==> config.mk <==
export PLATFORM = sky130hd
export DESIGN_NAME = pdd_top
export DESIGN_NICKNAME = d
export VERILOG_FILES = /design/src/design/pdd_dwell.v /design/src/design/pdd_top.v
export VERILOG_INCLUDE_DIRS = /design/src /design/src/design
export SDC_FILE = /design/constraint.sdc
export NUM_CORES = 1
export LEC_CHECK = 0
export BUFFER_PORTS_ARGS = -buffer_cell sky130_fd_sc_hd__buf_2
export CORE_MARGIN = 2
export CORE_UTILIZATION = 23
export DETAILED_ROUTE_END_ITERATION = 16
export PLACE_DENSITY = 0.45
export SETUP_SLACK_MARGIN = 0.4
export SYNTH_ARGS = -nofsm -noshare
export SYNTH_HDL_FRONTEND = slang
export SYNTH_HIERARCHICAL = 1
export SYNTH_SLANG_ARGS = --single-unit
==> constraint.sdc <==
create_clock -name CLK -period 9 [get_ports CLK]
set_input_delay 2.7 -clock CLK [delete_from_list [all_inputs] [get_ports CLK]]
set_output_delay 2.7 -clock CLK [all_outputs]
set_load 0.03 [all_outputs]
==> src/design/pdd_defs.vh <==
// Register indices, field positions and reset values of the power detector block.
`ifndef PDD_DEFS_VH
`define PDD_DEFS_VH

// ======================================================================
// Register indices (byte address is four times the index)
// ======================================================================
`define PDD_IDX_FILT_SEL   8'h0D
`define PDD_IDX_F0_UP_LO   8'h0F
`define PDD_IDX_F0_UP_HI   8'h10
`define PDD_IDX_F0_LW_LO   8'h11
`define PDD_IDX_F0_LW_HI   8'h12
`define PDD_IDX_IIR0_FMT   8'h13
`define PDD_IDX_F1_UP_LO   8'h16
`define PDD_IDX_F1_UP_HI   8'h17
`define PDD_IDX_F1_LW_LO   8'h18
`define PDD_IDX_F1_LW_HI   8'h19
`define PDD_IDX_IIR1_FMT   8'h1A
`define PDD_IDX_DWELL_LO   8'h1D
`define PDD_IDX_DWELL_HI   8'h1E
`define PDD_IDX_RMS_EN     8'h20
`define PDD_IDX_RMS_LEN    8'h21
`define PDD_IDX_PH_LO      8'h22
`define PDD_IDX_PH_HI      8'h23
`define PDD_IDX_PL_LO      8'h24
`define PDD_IDX_PL_HI      8'h25
`define PDD_IDX_RMS_FMT    8'h27
`define PDD_IDX_STATUS     8'h40
`define PDD_IDX_MASK       8'h41
`define PDD_IDX_AVG_LO     8'h42
`define PDD_IDX_AVG_HI     8'h43

// ======================================================================
// Fields and reset values
// ======================================================================
`define PDD_BIT_SEL        0
`define PDD_EXP_MSB        4
`define PDD_EXP_MAX        5'h10
`define PDD_RST_BYTE       8'h00
`define PDD_RST_WORD       16'h0000
`define PDD_RST_IRQ        5'h00
`define PDD_IRQ_W          5
`define PDD_IRQ_F0         0
`define PDD_IRQ_F1         1
`define PDD_IRQ_PH         2
`define PDD_IRQ_PL         3
`define PDD_IRQ_BLK        4
`define PDD_ADDR_W         12
`define PDD_SQ_SAT_HI      31
`define PDD_SQ_SAT_LO      30
`define PDD_SQ_MSB         29
`define PDD_SQ_LSB         14
`define PDD_PWR_MAX        16'hFFFF
`define PDD_ACC_W          33
`define PDD_CNT_W          17

`endif

==> src/design/pdd_dwell.v <==
// Peak flag with dwell-time hysteresis for one IIR filter output.
`include "pdd_defs.vh"

module pdd_dwell (
   input  wire        clk,
   input  wire        rst_n,
   input  wire        ce,
   input  wire [15:0] level,
   input  wire [15:0] upper,
   input  wire [15:0] lower,
   input  wire [15:0] hold_count,
   output reg         flag,
   output reg         above_lower
);

   reg  [15:0] cnt;
   wire [16:0] next_cnt;
   wire        over_up;
   wire        under_lw;

   assign next_cnt = {1'b0, cnt} + 17'h00001;
   assign over_up  = $signed(level) >= $signed(upper);
   assign under_lw = $signed(level) < $signed(lower);

   // A dwell setting of zero still needs one cycle below the lower threshold.
   always @(posedge clk or negedge rst_n) begin
      if (!rst_n) begin
         flag        <= 1'b0;
         cnt         <= `PDD_RST_WORD;
         above_lower <= 1'b0;
      end else if (ce) begin
         above_lower <= ~under_lw;
         if (over_up) begin
            flag <= 1'b1;
            cnt  <= `PDD_RST_WORD;
         end else if (flag && under_lw) begin
            if (next_cnt >= {1'b0, hold_count}) begin
               flag <= 1'b0;
               cnt  <= `PDD_RST_WORD;
            end else begin
               cnt <= next_cnt[15:0];
            end
         end else begin
            cnt <= `PDD_RST_WORD;
         end
      end
   end

endmodule

==> src/design/pdd_top.v <==
// IIR peak dwell flags and RMS power detector with an APB register slave.
// ======================================================================
// How it works
// Each IIR comparator output is 1-bit wide when its format bit is 0 and 2-bit when it is 1.
// A filter's peak flag sets when its IIR output reaches that filter's upper threshold.
// A set peak flag clears only after the output stays below the lower threshold for the dwell period.
// The dwell period is a 16-bit count of clock cycles at the sample rate over eight.
// The RMS power detector is idle when its enable bit is 0 and runs when it is 1.
// Power is averaged over 2 to the power M clocks, with M from a 5-bit field of 0 to 16.
// Each average power result is compared against a 16-bit high and a 16-bit low threshold.
// One threshold LSB is one part in 2 to the 16 of full-scale power, as is the power result.
// The RMS comparators output 1-bit format when their format bit is 0 and 2-bit when it is 1.
// The IIR filter input is the high comparator alone or a three-level value from high and low.
// Average power is the mean of squared samples per block, and outputs update once per block.
// Software writes unused bits as zero and each 16-bit setting as low byte then high byte.
// ======================================================================
`include "pdd_defs.vh"

module pdd_top (
   input  wire                   CLK,
   input  wire                   RST_N,
   input  wire                   CE,
   input  wire                   PSEL,
   input  wire                   PENABLE,
   input  wire                   PWRITE,
   input  wire [`PDD_ADDR_W-1:0] PADDR,
   input  wire [31:0]            PWDATA,
   output reg  [31:0]            PRDATA,
   output reg                    PREADY,
   output reg                    PSLVERR,
   input  wire [15:0]            SAMPLE,
   input  wire                   HIGH_CMP,
   input  wire                   LOW_CMP,
   input  wire [15:0]            FILT0_LEVEL,
   input  wire [15:0]            FILT1_LEVEL,
   output reg  [1:0]             FILT_IN,
   output reg  [1:0]             FILT0_OUT,
   output reg  [1:0]             FILT1_OUT,
   output reg  [1:0]             POWER_OUT,
   output reg                    IRQ
);

   // ===================================================================
   // Configuration registers
   // ===================================================================
   reg                   filter_input_select;
   reg  [15:0]           filter0_upper_threshold;
   reg  [15:0]           filter0_lower_threshold;
   reg  [15:0]           filter1_upper_threshold;
   reg  [15:0]           filter1_lower_threshold;
   reg                   filter0_two_level_format;
   reg                   filter1_two_level_format;
   reg  [15:0]           filter_flag_hold_count;
   reg                   average_power_enable;
   reg  [4:0]            average_block_exponent;
   reg  [15:0]           power_upper_threshold;
   reg  [15:0]           power_lower_threshold;
   reg                   power_two_level_format;
   reg  [`PDD_IRQ_W-1:0] irq_status;
   reg  [`PDD_IRQ_W-1:0] irq_mask;
   reg  [15:0]           avg_power;

   wire [7:0]            idx;
   wire                  in_range;
   wire                  access;
   wire                  wr;
   wire [7:0]            wb;
   reg  [7:0]            rd_byte;
   reg                   rd_hit;

   assign idx      = PADDR[9:2];
   assign in_range = (PADDR[`PDD_ADDR_W-1:10] == 2'b00) && (PADDR[1:0] == 2'b00);
   assign access   = PSEL && PENABLE && !PREADY;
   assign wr       = access && PWRITE && in_range && rd_hit;
   assign wb       = PWDATA[7:0];

   // ===================================================================
   // Read decode
   // ===================================================================
   always @* begin
      rd_byte = `PDD_RST_BYTE;
      rd_hit  = 1'b1;
      if (idx == `PDD_IDX_FILT_SEL)
         rd_byte = {7'h00, filter_input_select};
      else if (idx == `PDD_IDX_F0_UP_LO)
         rd_byte = filter0_upper_threshold[7:0];
      else if (idx == `PDD_IDX_F0_UP_HI)
         rd_byte = filter0_upper_threshold[15:8];
      else if (idx == `PDD_IDX_F0_LW_LO)
         rd_byte = filter0_lower_threshold[7:0];
      else if (idx == `PDD_IDX_F0_LW_HI)
         rd_byte = filter0_lower_threshold[15:8];
      else if (idx == `PDD_IDX_IIR0_FMT)
         rd_byte = {7'h00, filter0_two_level_format};
      else if (idx == `PDD_IDX_F1_UP_LO)
         rd_byte = filter1_upper_threshold[7:0];
      else if (idx == `PDD_IDX_F1_UP_HI)
         rd_byte = filter1_upper_threshold[15:8];
      else if (idx == `PDD_IDX_F1_LW_LO)
         rd_byte = filter1_lower_threshold[7:0];
      else if (idx == `PDD_IDX_F1_LW_HI)
         rd_byte = filter1_lower_threshold[15:8];
      else if (idx == `PDD_IDX_IIR1_FMT)
         rd_byte = {7'h00, filter1_two_level_format};
      else if (idx == `PDD_IDX_DWELL_LO)
         rd_byte = filter_flag_hold_count[7:0];
      else if (idx == `PDD_IDX_DWELL_HI)
         rd_byte = filter_flag_hold_count[15:8];
      else if (idx == `PDD_IDX_RMS_EN)
         rd_byte = {7'h00, average_power_enable};
      else if (idx == `PDD_IDX_RMS_LEN)
         rd_byte = {3'h0, average_block_exponent};
      else if (idx == `PDD_IDX_PH_LO)
         rd_byte = power_upper_threshold[7:0];
      else if (idx == `PDD_IDX_PH_HI)
         rd_byte = power_upper_threshold[15:8];
      else if (idx == `PDD_IDX_PL_LO)
         rd_byte = power_lower_threshold[7:0];
      else if (idx == `PDD_IDX_PL_HI)
         rd_byte = power_lower_threshold[15:8];
      else if (idx == `PDD_IDX_RMS_FMT)
         rd_byte = {7'h00, power_two_level_format};
      else if (idx == `PDD_IDX_STATUS)
         rd_byte = {3'h0, irq_status};
      else if (idx == `PDD_IDX_MASK)
         rd_byte = {3'h0, irq_mask};
      else if (idx == `PDD_IDX_AVG_LO)
         rd_byte = avg_power[7:0];
      else if (idx == `PDD_IDX_AVG_HI)
         rd_byte = avg_power[15:8];
      else
         rd_hit = 1'b0;
   end

   // ===================================================================
   // APB slave: one wait state, unmapped addresses answer with an error
   // ===================================================================
   always @(posedge CLK or negedge RST_N) begin
      if (!RST_N) begin
         PREADY  <= 1'b0;
         PSLVERR <= 1'b0;
         PRDATA  <= 32'h00000000;
      end else if (CE) begin
         PREADY  <= access;
         PSLVERR <= access && !(in_range && rd_hit);
         if (access && !PWRITE)
            PRDATA <= (in_range && rd_hit) ? {24'h000000, rd_byte} : 32'h00000000;
      end
   end

   // Wide settings are written one byte lane at a time, low byte first.
   always @(posedge CLK or negedge RST_N) begin
      if (!RST_N) begin
         filter_input_select      <= 1'b0;
         filter0_upper_threshold  <= `PDD_RST_WORD;
         filter0_lower_threshold  <= `PDD_RST_WORD;
         filter1_upper_threshold  <= `PDD_RST_WORD;
         filter1_lower_threshold  <= `PDD_RST_WORD;
         filter0_two_level_format <= 1'b0;
         filter1_two_level_format <= 1'b0;
         filter_flag_hold_count   <= `PDD_RST_WORD;
         average_power_enable     <= 1'b0;
         average_block_exponent   <= 5'h00;
         power_upper_threshold    <= `PDD_RST_WORD;
         power_lower_threshold    <= `PDD_RST_WORD;
         power_two_level_format   <= 1'b0;
         irq_mask                 <= `PDD_RST_IRQ;
      end else if (CE && wr) begin
         if (idx == `PDD_IDX_FILT_SEL)
            filter_input_select <= wb[`PDD_BIT_SEL];
         else if (idx == `PDD_IDX_F0_UP_LO)
            filter0_upper_threshold[7:0] <= wb;
         else if (idx == `PDD_IDX_F0_UP_HI)
            filter0_upper_threshold[15:8] <= wb;
         else if (idx == `PDD_IDX_F0_LW_LO)
            filter0_lower_threshold[7:0] <= wb;
         else if (idx == `PDD_IDX_F0_LW_HI)
            filter0_lower_threshold[15:8] <= wb;
         else if (idx == `PDD_IDX_IIR0_FMT)
            filter0_two_level_format <= wb[`PDD_BIT_SEL];
         else if (idx == `PDD_IDX_F1_UP_LO)
            filter1_upper_threshold[7:0] <= wb;
         else if (idx == `PDD_IDX_F1_UP_HI)
            filter1_upper_threshold[15:8] <= wb;
         else if (idx == `PDD_IDX_F1_LW_LO)
            filter1_lower_threshold[7:0] <= wb;
         else if (idx == `PDD_IDX_F1_LW_HI)
            filter1_lower_threshold[15:8] <= wb;
         else if (idx == `PDD_IDX_IIR1_FMT)
            filter1_two_level_format <= wb[`PDD_BIT_SEL];
         else if (idx == `PDD_IDX_DWELL_LO)
            filter_flag_hold_count[7:0] <= wb;
         else if (idx == `PDD_IDX_DWELL_HI)
            filter_flag_hold_count[15:8] <= wb;
         else if (idx == `PDD_IDX_RMS_EN)
            average_power_enable <= wb[`PDD_BIT_SEL];
         else if (idx == `PDD_IDX_RMS_LEN)
            average_block_exponent <= (wb[`PDD_EXP_MSB:0] > `PDD_EXP_MAX) ?
                                      `PDD_EXP_MAX : wb[`PDD_EXP_MSB:0];
         else if (idx == `PDD_IDX_PH_LO)
            power_upper_threshold[7:0] <= wb;
         else if (idx == `PDD_IDX_PH_HI)
            power_upper_threshold[15:8] <= wb;
         else if (idx == `PDD_IDX_PL_LO)
            power_lower_threshold[7:0] <= wb;
         else if (idx == `PDD_IDX_PL_HI)
            power_lower_threshold[15:8] <= wb;
         else if (idx == `PDD_IDX_RMS_FMT)
            power_two_level_format <= wb[`PDD_BIT_SEL];
         else if (idx == `PDD_IDX_MASK)
            irq_mask <= wb[`PDD_IRQ_W-1:0];
      end
   end

   // ===================================================================
   // IIR filter input and peak flags
   // ===================================================================
   wire [15:0] lvl  [0:1];
   wire [15:0] upth [0:1];
   wire [15:0] lwth [0:1];
   wire [1:0]  pk_flag;
   wire [1:0]  pk_above;
   reg  [1:0]  pk_flag_d;

   assign lvl[0]  = FILT0_LEVEL;
   assign lvl[1]  = FILT1_LEVEL;
   assign upth[0] = filter0_upper_threshold;
   assign upth[1] = filter1_upper_threshold;
   assign lwth[0] = filter0_lower_threshold;
   assign lwth[1] = filter1_lower_threshold;

   genvar g;
   generate
      for (g = 0; g < 2; g = g + 1) begin : gen_filt
         pdd_dwell u_dwell (
            .clk         (CLK),
            .rst_n       (RST_N),
            .ce          (CE),
            .level       (lvl[g]),
            .upper       (upth[g]),
            .lower       (lwth[g]),
            .hold_count  (filter_flag_hold_count),
            .flag        (pk_flag[g]),
            .above_lower (pk_above[g])
         );
      end
   endgenerate

   always @(posedge CLK or negedge RST_N) begin
      if (!RST_N) begin
         FILT_IN   <= 2'b00;
         FILT0_OUT <= 2'b00;
         FILT1_OUT <= 2'b00;
         pk_flag_d <= 2'b00;
      end else if (CE) begin
         pk_flag_d <= pk_flag;
         // Three-level value in two's complement: 01 is +1, 11 is -1.
         if (!filter_input_select)
            FILT_IN <= {1'b0, HIGH_CMP};
         else if (HIGH_CMP)
            FILT_IN <= 2'b01;
         else if (LOW_CMP)
            FILT_IN <= 2'b11;
         else
            FILT_IN <= 2'b00;
         FILT0_OUT <= filter0_two_level_format ? {pk_flag[0], pk_above[0]}
                                               : {1'b0, pk_flag[0]};
         FILT1_OUT <= filter1_two_level_format ? {pk_flag[1], pk_above[1]}
                                               : {1'b0, pk_flag[1]};
      end
   end

   // ===================================================================
   // RMS power detector
   // ===================================================================
   reg  [`PDD_ACC_W-1:0] acc;
   reg  [`PDD_CNT_W-1:0] blk_cnt;
   reg                   blk_done;
   wire [31:0]           sq;
   wire [15:0]           pw;
   wire [`PDD_ACC_W-1:0] next_acc;
   wire [`PDD_ACC_W-1:0] shifted;
   wire [`PDD_CNT_W-1:0] blk_last;
   wire [15:0]           next_avg;

   assign sq       = $signed(SAMPLE) * $signed(SAMPLE);
   assign pw       = (sq[`PDD_SQ_SAT_HI:`PDD_SQ_SAT_LO] != 2'b00) ? `PDD_PWR_MAX
                                                                  : sq[`PDD_SQ_MSB:`PDD_SQ_LSB];
   assign next_acc = acc + {17'h00000, pw};
   assign shifted  = next_acc >> average_block_exponent;
   assign next_avg = shifted[15:0];
   assign blk_last = ({{(`PDD_CNT_W-1){1'b0}}, 1'b1} << average_block_exponent) - 17'h00001;

   always @(posedge CLK or negedge RST_N) begin
      if (!RST_N) begin
         acc       <= {`PDD_ACC_W{1'b0}};
         blk_cnt   <= {`PDD_CNT_W{1'b0}};
         blk_done  <= 1'b0;
         avg_power <= `PDD_RST_WORD;
         POWER_OUT <= 2'b00;
      end else if (CE) begin
         blk_done <= 1'b0;
         if (!average_power_enable) begin
            acc       <= {`PDD_ACC_W{1'b0}};
            blk_cnt   <= {`PDD_CNT_W{1'b0}};
            POWER_OUT <= 2'b00;
         end else if (blk_cnt >= blk_last) begin
            acc       <= {`PDD_ACC_W{1'b0}};
            blk_cnt   <= {`PDD_CNT_W{1'b0}};
            blk_done  <= 1'b1;
            avg_power <= next_avg;
            if (power_two_level_format)
               POWER_OUT <= {next_avg > power_upper_threshold,
                             next_avg >= power_lower_threshold};
            else
               POWER_OUT <= {1'b0, next_avg > power_upper_threshold};
         end else begin
            acc     <= next_acc;
            blk_cnt <= blk_cnt + 17'h00001;
         end
      end
   end

   // ===================================================================
   // Interrupt status, write one to clear, a new event wins over a clear
   // ===================================================================
   wire [`PDD_IRQ_W-1:0] ev;
   wire [`PDD_IRQ_W-1:0] clr;

   assign ev[`PDD_IRQ_F0]  = pk_flag[0] && !pk_flag_d[0];
   assign ev[`PDD_IRQ_F1]  = pk_flag[1] && !pk_flag_d[1];
   assign ev[`PDD_IRQ_PH]  = blk_done && (avg_power > power_upper_threshold);
   assign ev[`PDD_IRQ_PL]  = blk_done && (avg_power < power_lower_threshold);
   assign ev[`PDD_IRQ_BLK] = blk_done;
   assign clr = (wr && idx == `PDD_IDX_STATUS) ? wb[`PDD_IRQ_W-1:0] : `PDD_RST_IRQ;

   always @(posedge CLK or negedge RST_N) begin
      if (!RST_N) begin
         irq_status <= `PDD_RST_IRQ;
         IRQ        <= 1'b0;
      end else if (CE) begin
         irq_status <= (irq_status & ~clr) | ev;
         IRQ        <= |(((irq_status & ~clr) | ev) & irq_mask);
      end
   end

endmodule

==> metrics.md, run 1 <==
| Metric | Value |
|---|---|
| Total negative slack | -73.50 ns |
| Post-Route WL | about 100000 um |
| Tot GR Track Use | 15.0% |
| Crit path buffers/inverters | 8 |
| Initial Util | 23.1% |
| Worst path max stage delay | approximately 0.59 ns |
| Row count | roughly 130 |
| Setup slack, reg-to-reg | 3.25 ns |
| Slew headroom | between 10% and 20% |
| Min-delay worst type | flop to flop |
| Worst setup path category | input port to flop |
| Setup Skew | between 0.02 and 0.03 ns |
| Vias/cell | 4.68 |
| Final WS setup | -3.88 ns |
| Met3 WL post-DR | approximately 4100 um |
| H-Tree Depth | 2 |
| Hold Path End | PRDATA[5]$_DFFE_PN0P_ |
| Synthesized area | 0.0294 mm2 |
| Most frequent cells after synthesis | inv_1 (464), nand2_1 (292), ha_1 (281), dfrtp_1 (256), fa_1 (234) |
| 1st-iter DRT viols | approximately 1.3k |
| Cell count after synthesis | approximately 3.2k |
| Synth top area share | approximately 22% |
| Antenna Violating Nets Remaining | 0 |
| Asr flop ratio synth | 100% |
| R2R depth | 21 |
| WL met1 | 46900 um |
| Vias in the first global route | about 26k |
| Hold_sp | PRDATA[5]$_DFFE_PN0P_ |
| Detailed-route DRC error count | 0 |
| Top layer in use | met5 |
| RSZ-0062 raised after global routing | yes |
| Largest cells by area after synthesis | dfrtp_1 (22%), fa_1 (16%), ha_1 (12%) |
| Flops & latches, synth | 256 |
| MaxCap Viol Count | 0 |
| Crit path launch type | input port |
| Register Area | 0.00641 mm2 |
| Largest family of logic cells by synthesized area | adder cells |
| Crit. End Element | flop |
| XOR/XNOR share of the synthesized area | 3.09% |
| Hpwl dp | ~76000 um |
| Reg-to-Reg End | acc[32]$_DFFE_PN0P_ |
| Slowest-stage cell, CP | fa_1 |
| CP arrival | about 13 ns |
| CP Data Required Time | around 9.4 ns |
| Reg2Reg Launch Point | average_block_exponent[4]$_DFFE_PN0P_ |
| Placed cells | about 5.2k |
| Fin crit share | 143% |
| Post-Layout Cell Count | between 5k and 6k |
| Hold Path Depth | 1 |
| Multi-input gate area | approximately 0.022 mm2 |
| Distinct cells, synth | around 110 |
| IO buf count | 94 |
| Initial antenna violation count | 9 |
| CTS Buf Count | 35 |
| Crit. Startpoint | SAMPLE[8] |
| Final core utilization | a little under a third |
| Pins over their slew limit | 0 |
| Die Span Y | between 300 and 400 um |
| Compound-cell area share of the yosys netlist | 17.2% |
| Placer congestion estimate | between 0.8 and 0.9 |
| Cell taking the most area after synthesis | dfrtp_1 |
| Fin crit period | between 10 and 15 ns |
| Clock buffer depth | 3 |
| Failing checks | negative setup slack |
| Ports | between 100 and 150 |
| Wire length on met2 | between 40000 and 50000 um |
| Total gr overflow | 0 |
| FILL cells | 13.4k |
| Die X | 361 um |
| First-pass GRT wire length | ~160000 um |
| Top delay family on crit path | compound AO/OA/AOI/OAI gates |
| Clock Pin Slew Worst Setup and Hold Paths | ~0.060 ns |
| Sequential fraction of the synthesis area | around 22% |
| Simple-gate share of the synthesized area | between 10% and 20% |
| Final setup viols | 49 |
| Layout cells sized above 1 | between 20% and 30% |
| TritonCTS clock tree | done |
| Mux cell area share after synthesis | 7.85% |
| Final instance area | ~0.039 mm2 |
| DP Area | ~0.035 mm2 |
| DIE AREA | 0.131 mm2 |
| Clock latency on the worst-skew pair | 0.56 ns |
| Most instantiated library cell after synthesis | inv_1 |
| Clock root buffer | clkbuf_16 |
| Synth Area in Adders | ~28% |
| Top_reg_cell synth | dfrtp_1 |
| Status | finished, violations left |
| Hold Buf Count CTS | 0 |
| Pin count of the biggest net entering global routing | between 100 and 150 |
| Final net count | 4337 |
| Number of synthesized flops with an enable pin | 0 |
| Core area | roughly 0.13 mm2 |
| Syn_area_per_cell | roughly 9.1 um2 |
| Fin. Hold Viols | 0 |
| Clock sinks | 256 |
| WL per Instance | ~18 um |
| Most frequent CP cell | fa_1 |
| Max FO, Critical Path | 7 |
| First-pass DRT Iterations | 7 |
| Total number of yosys warnings | 6 |
| Worst-margin pin slew | ~1.2 ns |
| Vias | 25.3k |
| Area growth syn-to-layout | 31.3% |
| Max Clk Rate | roughly 0.078 GHz |
-- area by class of cell --
| cell class | count | area share (%) |
|---|---|---|
| well taps | 1662 | 5.39 |
| clock buffers | 49 | 2.67 |
| clock inverters | 14 | 0.532 |
| repair buffers | 592 | 12.4 |
| multi-input cells | 2368 | 57.8 |
| flip-flops and latches | 256 | 16.6 |
| diodes | 2 | 0.0130 |
| inverters | 469 | 4.58 |
-- registers in the layout (all words and copies together), names as in the netlist, 5 cells and up --
| name | flops |
|---|---|
| power_lower_threshold | 16 |
| filter1_upper_threshold | 16 |
| filter0_upper_threshold | 16 |
| avg_power | 16 |
| irq_mask | 5 |
| filter0_lower_threshold | 16 |
| gen_filt.u_dwell/cnt | 32 |
| power_upper_threshold | 16 |
| filter1_lower_threshold | 16 |
| PRDATA | 8 |
| filter_flag_hold_count | 16 |
| acc | 33 |
| blk_cnt | 17 |
| average_block_exponent | 5 |
| irq_status | 5 |
-- layout by cell type, fill, tap and decap left out, types with 31 or more instances in the layout --
| master | Yosys | layout |
|---|---|---|
| a21o_1 | 43 | 43 |
| a21oi_1 | 143 | 115 |
| and2_1 | 51 | 39 |
| buf_2 | 14 | 77 |
| buf_4 | 24 | 407 |
| buf_6 | 4 | 89 |
| clkbuf_16 | 0 | 35 |
| dfrtp_1 | 256 | 255 |
| fa_1 | 234 | 226 |
| ha_1 | 281 | 255 |
| inv_1 | 464 | 440 |
| mux2_2 | 131 | 122 |
| nand2_1 | 292 | 269 |
| nand2b_1 | 48 | 38 |
| nand3_1 | 69 | 66 |
| nand4_1 | 31 | 31 |
| nor2_1 | 168 | 158 |
| nor3_1 | 35 | 32 |
| o21ai_0 | 122 | 88 |
| xnor2_1 | 62 | 53 |
| xor2_1 | 38 | 37 |
-- logic make-up (layout without fill, tap and decap cells) --
group,Yosys count,count (layout)
AOI/OAI and AO/OA,709,710
xor gates and xnor gates,102,102
adders and majority gates,515,515
buffers and inverters,633,1124
DFF,256,256
muxes,197,197
other,1,26
and+or+nand+nor,820,820
-- worst register-to-register path: cells and delay by family, from the launching register on --
family | cells | cell delay [ns]
and+or+nand+nor | 7 | 2.08
AOI/OAI and AO/OA | 10 | 1.85
adders and majority gates | 2 | 0.65
DFF | 1 | 0.60
buffers and inverters | 2 | 0.41
-- through the flow --
stage	worst slack, ns	hold WS (ns)
3_5_place_dp	-5.10	0.465
6_report	-3.88	0.477
3_3_place_gp	-5.04	0.458
5_1_grt	-4.18	0.493
4_1_cts	-4.06	0.479
2_1_floorplan	-4.18	0.458
-- worst max-delay path by stage --
stage / to / slack [ns] / cells past startpoint
floorplan: POWER_OUT[0]$_DFFE_PN0P_ / -4.18 / 47
global placement: POWER_OUT[0]$_DFFE_PN0P_ / -5.04 / 43
detailed placement: POWER_OUT[0]$_DFFE_PN0P_ / -5.10 / 42
CTS: POWER_OUT[0]$_DFFE_PN0P_ / -4.06 / 46
global route: POWER_OUT[0]$_DFFE_PN0P_ / -4.18 / 49
finish: POWER_OUT[0]$_DFFE_PN0P_ / -3.88 / 46
-- per-layer routing --
metal / vias to the layer above / global-route usage, %
li1: 12200 / -
met1: 12500 / 21.4
met2: 528 / 24.5
met3: 108 / 1.66
met4: 12 / 2.98
met5: - / 0
-- what timing repair did --
action	4_1_cts	5_1_grt
cloned	1	0
setup buffers	73	35
endpoints found under the setup margin	51	51
gates resized for setup	253	175
pin swaps	94	126
Power of run 1 is left out: the tool's default activity adds up to more than one toggle a clock period on the data nets, which glitch-free logic cannot reach.
==> inputs of run 2 (changes only) <==
--- a/config.mk
+++ b/config.mk
@@ -7,10 +7,9 @@
 export NUM_CORES = 1
 export LEC_CHECK = 0
 export BUFFER_PORTS_ARGS = -buffer_cell sky130_fd_sc_hd__buf_2
-export CORE_MARGIN = 2
 export CORE_UTILIZATION = 23
 export DETAILED_ROUTE_END_ITERATION = 16
-export PLACE_DENSITY = 0.45
+export PLACE_DENSITY = 0.46
 export SETUP_SLACK_MARGIN = 0.4
 export SYNTH_ARGS = -nofsm -noshare
 export SYNTH_HDL_FRONTEND = slang
==> constraint.sdc (replaced) <==
create_clock -name CLK -period 10.38 [get_ports CLK]
set_input_delay 2.076 -clock CLK [delete_from_list [all_inputs] [get_ports CLK]]
set_output_delay 2.076 -clock CLK [all_outputs]
set_load 0.03 [all_outputs]
==> run 2 against run 1 <==
Effect of this change: cell count decreased by 1.5%; critical path depth increased by 1; highest routed layer unchanged; critical path type unchanged; hold slack got worse by 0.0030 ns; the run still ends with negative setup slack left; critical endpoint unchanged; sequential share of layout area increased by 0.63 points; clock-buffer cell count increased by 1; first-iteration DRC count increased by 15%.
==> metrics.md, run 2 (synthesized netlist as in run 1, its figures left out) <==
| Metric | Value |
|---|---|
| Hpwl dp | 76600 um (was 76400 um) |
| Initial Util | 23.3% (was 23.1%) |
| Final setup viols | 18 (was 49) |
| Total gr overflow | 0 (unchanged) |
| Post-Place Worst Slack | -3.13 ns (was -5.10 ns) |
| Final net count | 4270 (was 4337) |
| Worst-margin pin slew | 1.27 ns (was 1.22 ns) |
| ANT cells | 0 (was 2) |
| Min-delay worst type | flop to flop (unchanged) |
| Failing checks | negative setup slack (unchanged) |
| Largest Register | acc (unchanged) |
| Tot GR Track Use | 15.0% (about the same) |
| Hold Buf Count CTS | 0 (unchanged) |
| Regs by FF count | acc x33, gen_filt.u_dwell/cnt x32, blk_cnt x17 (unchanged) |
| M1 GR Usage | 21.3% (was 21.4%) |
| GRT Max-Usage Layer | met2 (unchanged) |
| Fin. Hold Viols | 0 (unchanged) |
| Slew headroom | 15.0% (was 17.7%) |
| Vias | 25.0k (was 25.3k) |
| Fin crit period | approximately 12 ns |
| H-Tree Depth | 2 (unchanged) |
| Clock Pin Slew Worst Setup and Hold Paths | 0.06 ns (about the same) |
| MaxCap Viol Count | 0 (unchanged) |
| Max reg flops | 33 (unchanged) |
| CTS Buf Count | 34 (was 35) |
| Placer congestion estimate | 0.855 (was 0.863) |
| CP arrival | 12.61 ns (was 13.31 ns) |
| Die Span Y | 359 um (was 361 um) |
| Crit. Startpoint | SAMPLE[10] (was SAMPLE[8]) |
| Layout cells sized above 1 | 26.2% (was 30.0%) |
| First-pass DRT Iterations | 5 (was 7) |
| Detailed-route DRC error count | 0 (unchanged) |
| Worst path max stage delay | 0.55 ns (was 0.59 ns) |
| Clock latency on the worst-skew pair | 0.56 ns (about the same) |
| Commonest non-fill, non-tap cell in the layout | inv_1 (unchanged) |
| Die X | 359 um (was 361 um) |
| Max Clk Rate | between 0.08 and 0.09 GHz |
| TritonCTS clock tree | done (unchanged) |
| IO buf count | 94 (unchanged) |
| Area growth syn-to-layout | 26.5% (was 31.3%) |
| GR Util met2 | 24.3% (was 24.5%) |
| Final WS setup | -1.79 ns (was -3.88 ns) |
| Register Area | 0.00641 mm2 (unchanged) |
| First-pass GRT wire length | 154000 um (was 156000 um) |
| 1st-iter DRT viols | 1503 (was 1308) |
| Worst setup path category | input port to flop (unchanged) |
| Crit. path cell count | 47 (was 46) |
| FILL cells | 13.4k (about the same) |
| RSZ-0062 raised after global routing | yes (unchanged) |
| Clock sinks | 256 (unchanged) |
| WL per Instance | 18.2 um (was 18.1 um) |
| Reg2Reg Launch Point | average_block_exponent[4]$_DFFE_PN0P_ (unchanged) |
| Multi-input gate area | 0.0218 mm2 (was 0.0223 mm2) |
| Hold Path Depth | 1 (unchanged) |
| Clock buffer depth | 3 (unchanged) |
| CP Data Required Time | 10.82 ns (was 9.43 ns) |
| Most frequent cells in the layout | inv_1 (447), buf_4 (391), nand2_1 (275) (was inv_1 (440), buf_4 (407), nand2_1 (269)) |
| Antenna Violating Nets Remaining | 0 (unchanged) |
| Initial antenna violation count | 6 (was 9) |
| Setup Skew | 0.0154 ns (was 0.0289 ns) |
| M3 GR Usage | 1.78% (was 1.66%) |
| Most frequent CP cell | fa_1 (unchanged) |
| R2R depth | 22 (was 21) |
| Slowest-stage cell, CP | fa_1 (unchanged) |
| Post-Route WL | 96800 um (was 98100 um) |
| Hold_sp | PRDATA[6]$_DFFE_PN0P_ (was PRDATA[5]$_DFFE_PN0P_) |
| Crit path buffers/inverters | 9 (was 8) |
| Final Hold Slack | 0.474 ns (was 0.477 ns) |
| Fin crit share | 117% |
| DIE AREA | 0.129 mm2 (was 0.131 mm2) |
| Pin count of the biggest net entering global routing | 87 (was 118) |
| Clock root buffer | clkbuf_16 (unchanged) |
| Top delay family on crit path | compound AO/OA/AOI/OAI gates (unchanged) |
| Status | finished, violations left (unchanged) |
| Vias in the first global route | 25.8k (was 26.1k) |
| Max FO, Critical Path | 8 (was 7) |
| Setup slack, reg-to-reg | 4.35 ns (was 3.25 ns) |
| Crit path launch type | input port (unchanged) |
| Core area | 0.126 mm2 (was 0.127 mm2) |
| Crit. End Element | flop (unchanged) |
| Vias/cell | 4.69 (was 4.68) |
| Row count | 130 (was 131) |
| Pins over their slew limit | 0 (unchanged) |
| Ports | 143 (unchanged) |
## run 2: cell types whose count changed in the layout (fill, tap and decap cells not counted), moves of 7 or more
cell / before / now
o21ai_1: 28 / 15
buf_12: 11 / 4
inv_1: 440 / 447
buf_4: 407 / 391
a21oi_2: 23 / 15
buf_6: 89 / 49
nand2b_4: 10 / 3
a21oi_1: 115 / 129
o21ai_0: 88 / 112
## run 2: repair_timing
action                     4_1_cts  5_1_grt
gates cloned                     1        0
pin swaps                       66       89
buffers inserted                24       20
setup endpoints to repair       21       25
resized for setup              139      132
## run 2: cell type report
type	instances	area share, %
Clock buffer	50	2.70
Clock inverter	10	0.394
Inverter	469	4.75
Multi-Input combinational cell	2368	58.5
Sequential cell	256	17.2
Tap cell	1650	5.55
Timing Repair Buffer	526	10.8
## run 2: stage by stage
| step | setup TNS [ns] | instance area [um2] | util, % | instances |
|---|---|---|---|---|
| 3_3_place_gp | -27.66 | 34400 | 27.3 | 5224 |
| 2_1_floorplan | -8.78 | 29700 | - | 3256 |
| 4_1_cts | -8.22 | 36400 | 28.8 | 5309 |
| 3_5_place_dp | -27.78 | 34400 | 27.3 | 5224 |
| 5_1_grt | -13.32 | 37200 | 29.5 | 5329 |
| 6_report | -7.51 | 37200 | 29.5 | 5329 |
## run 2: per-layer routing
metal,wire (um),share of wire [%],up-vias
met5,42,0.043,-
met4,1880,1.9,6
met3,4430,4.6,104
met2,44000,45,550
met1,46400,48,12300
li1,-,-,12000
## run 2: path summary, 6_finish.rpt
check                                                          end
max                                       POWER_OUT[0]$_DFFE_PN0P_
min                                          PRDATA[6]$_DFFE_PN0P_
min reg2reg                                  PRDATA[6]$_DFFE_PN0P_
max reg2reg                                    acc[18]$_DFFE_PN0P_
max in group asynchronous    average_block_exponent[1]$_DFFE_PN0P_
min in group asynchronous  filter0_upper_threshold[10]$_DFFE_PN0P_
Power of run 2 is left out for the same reason.
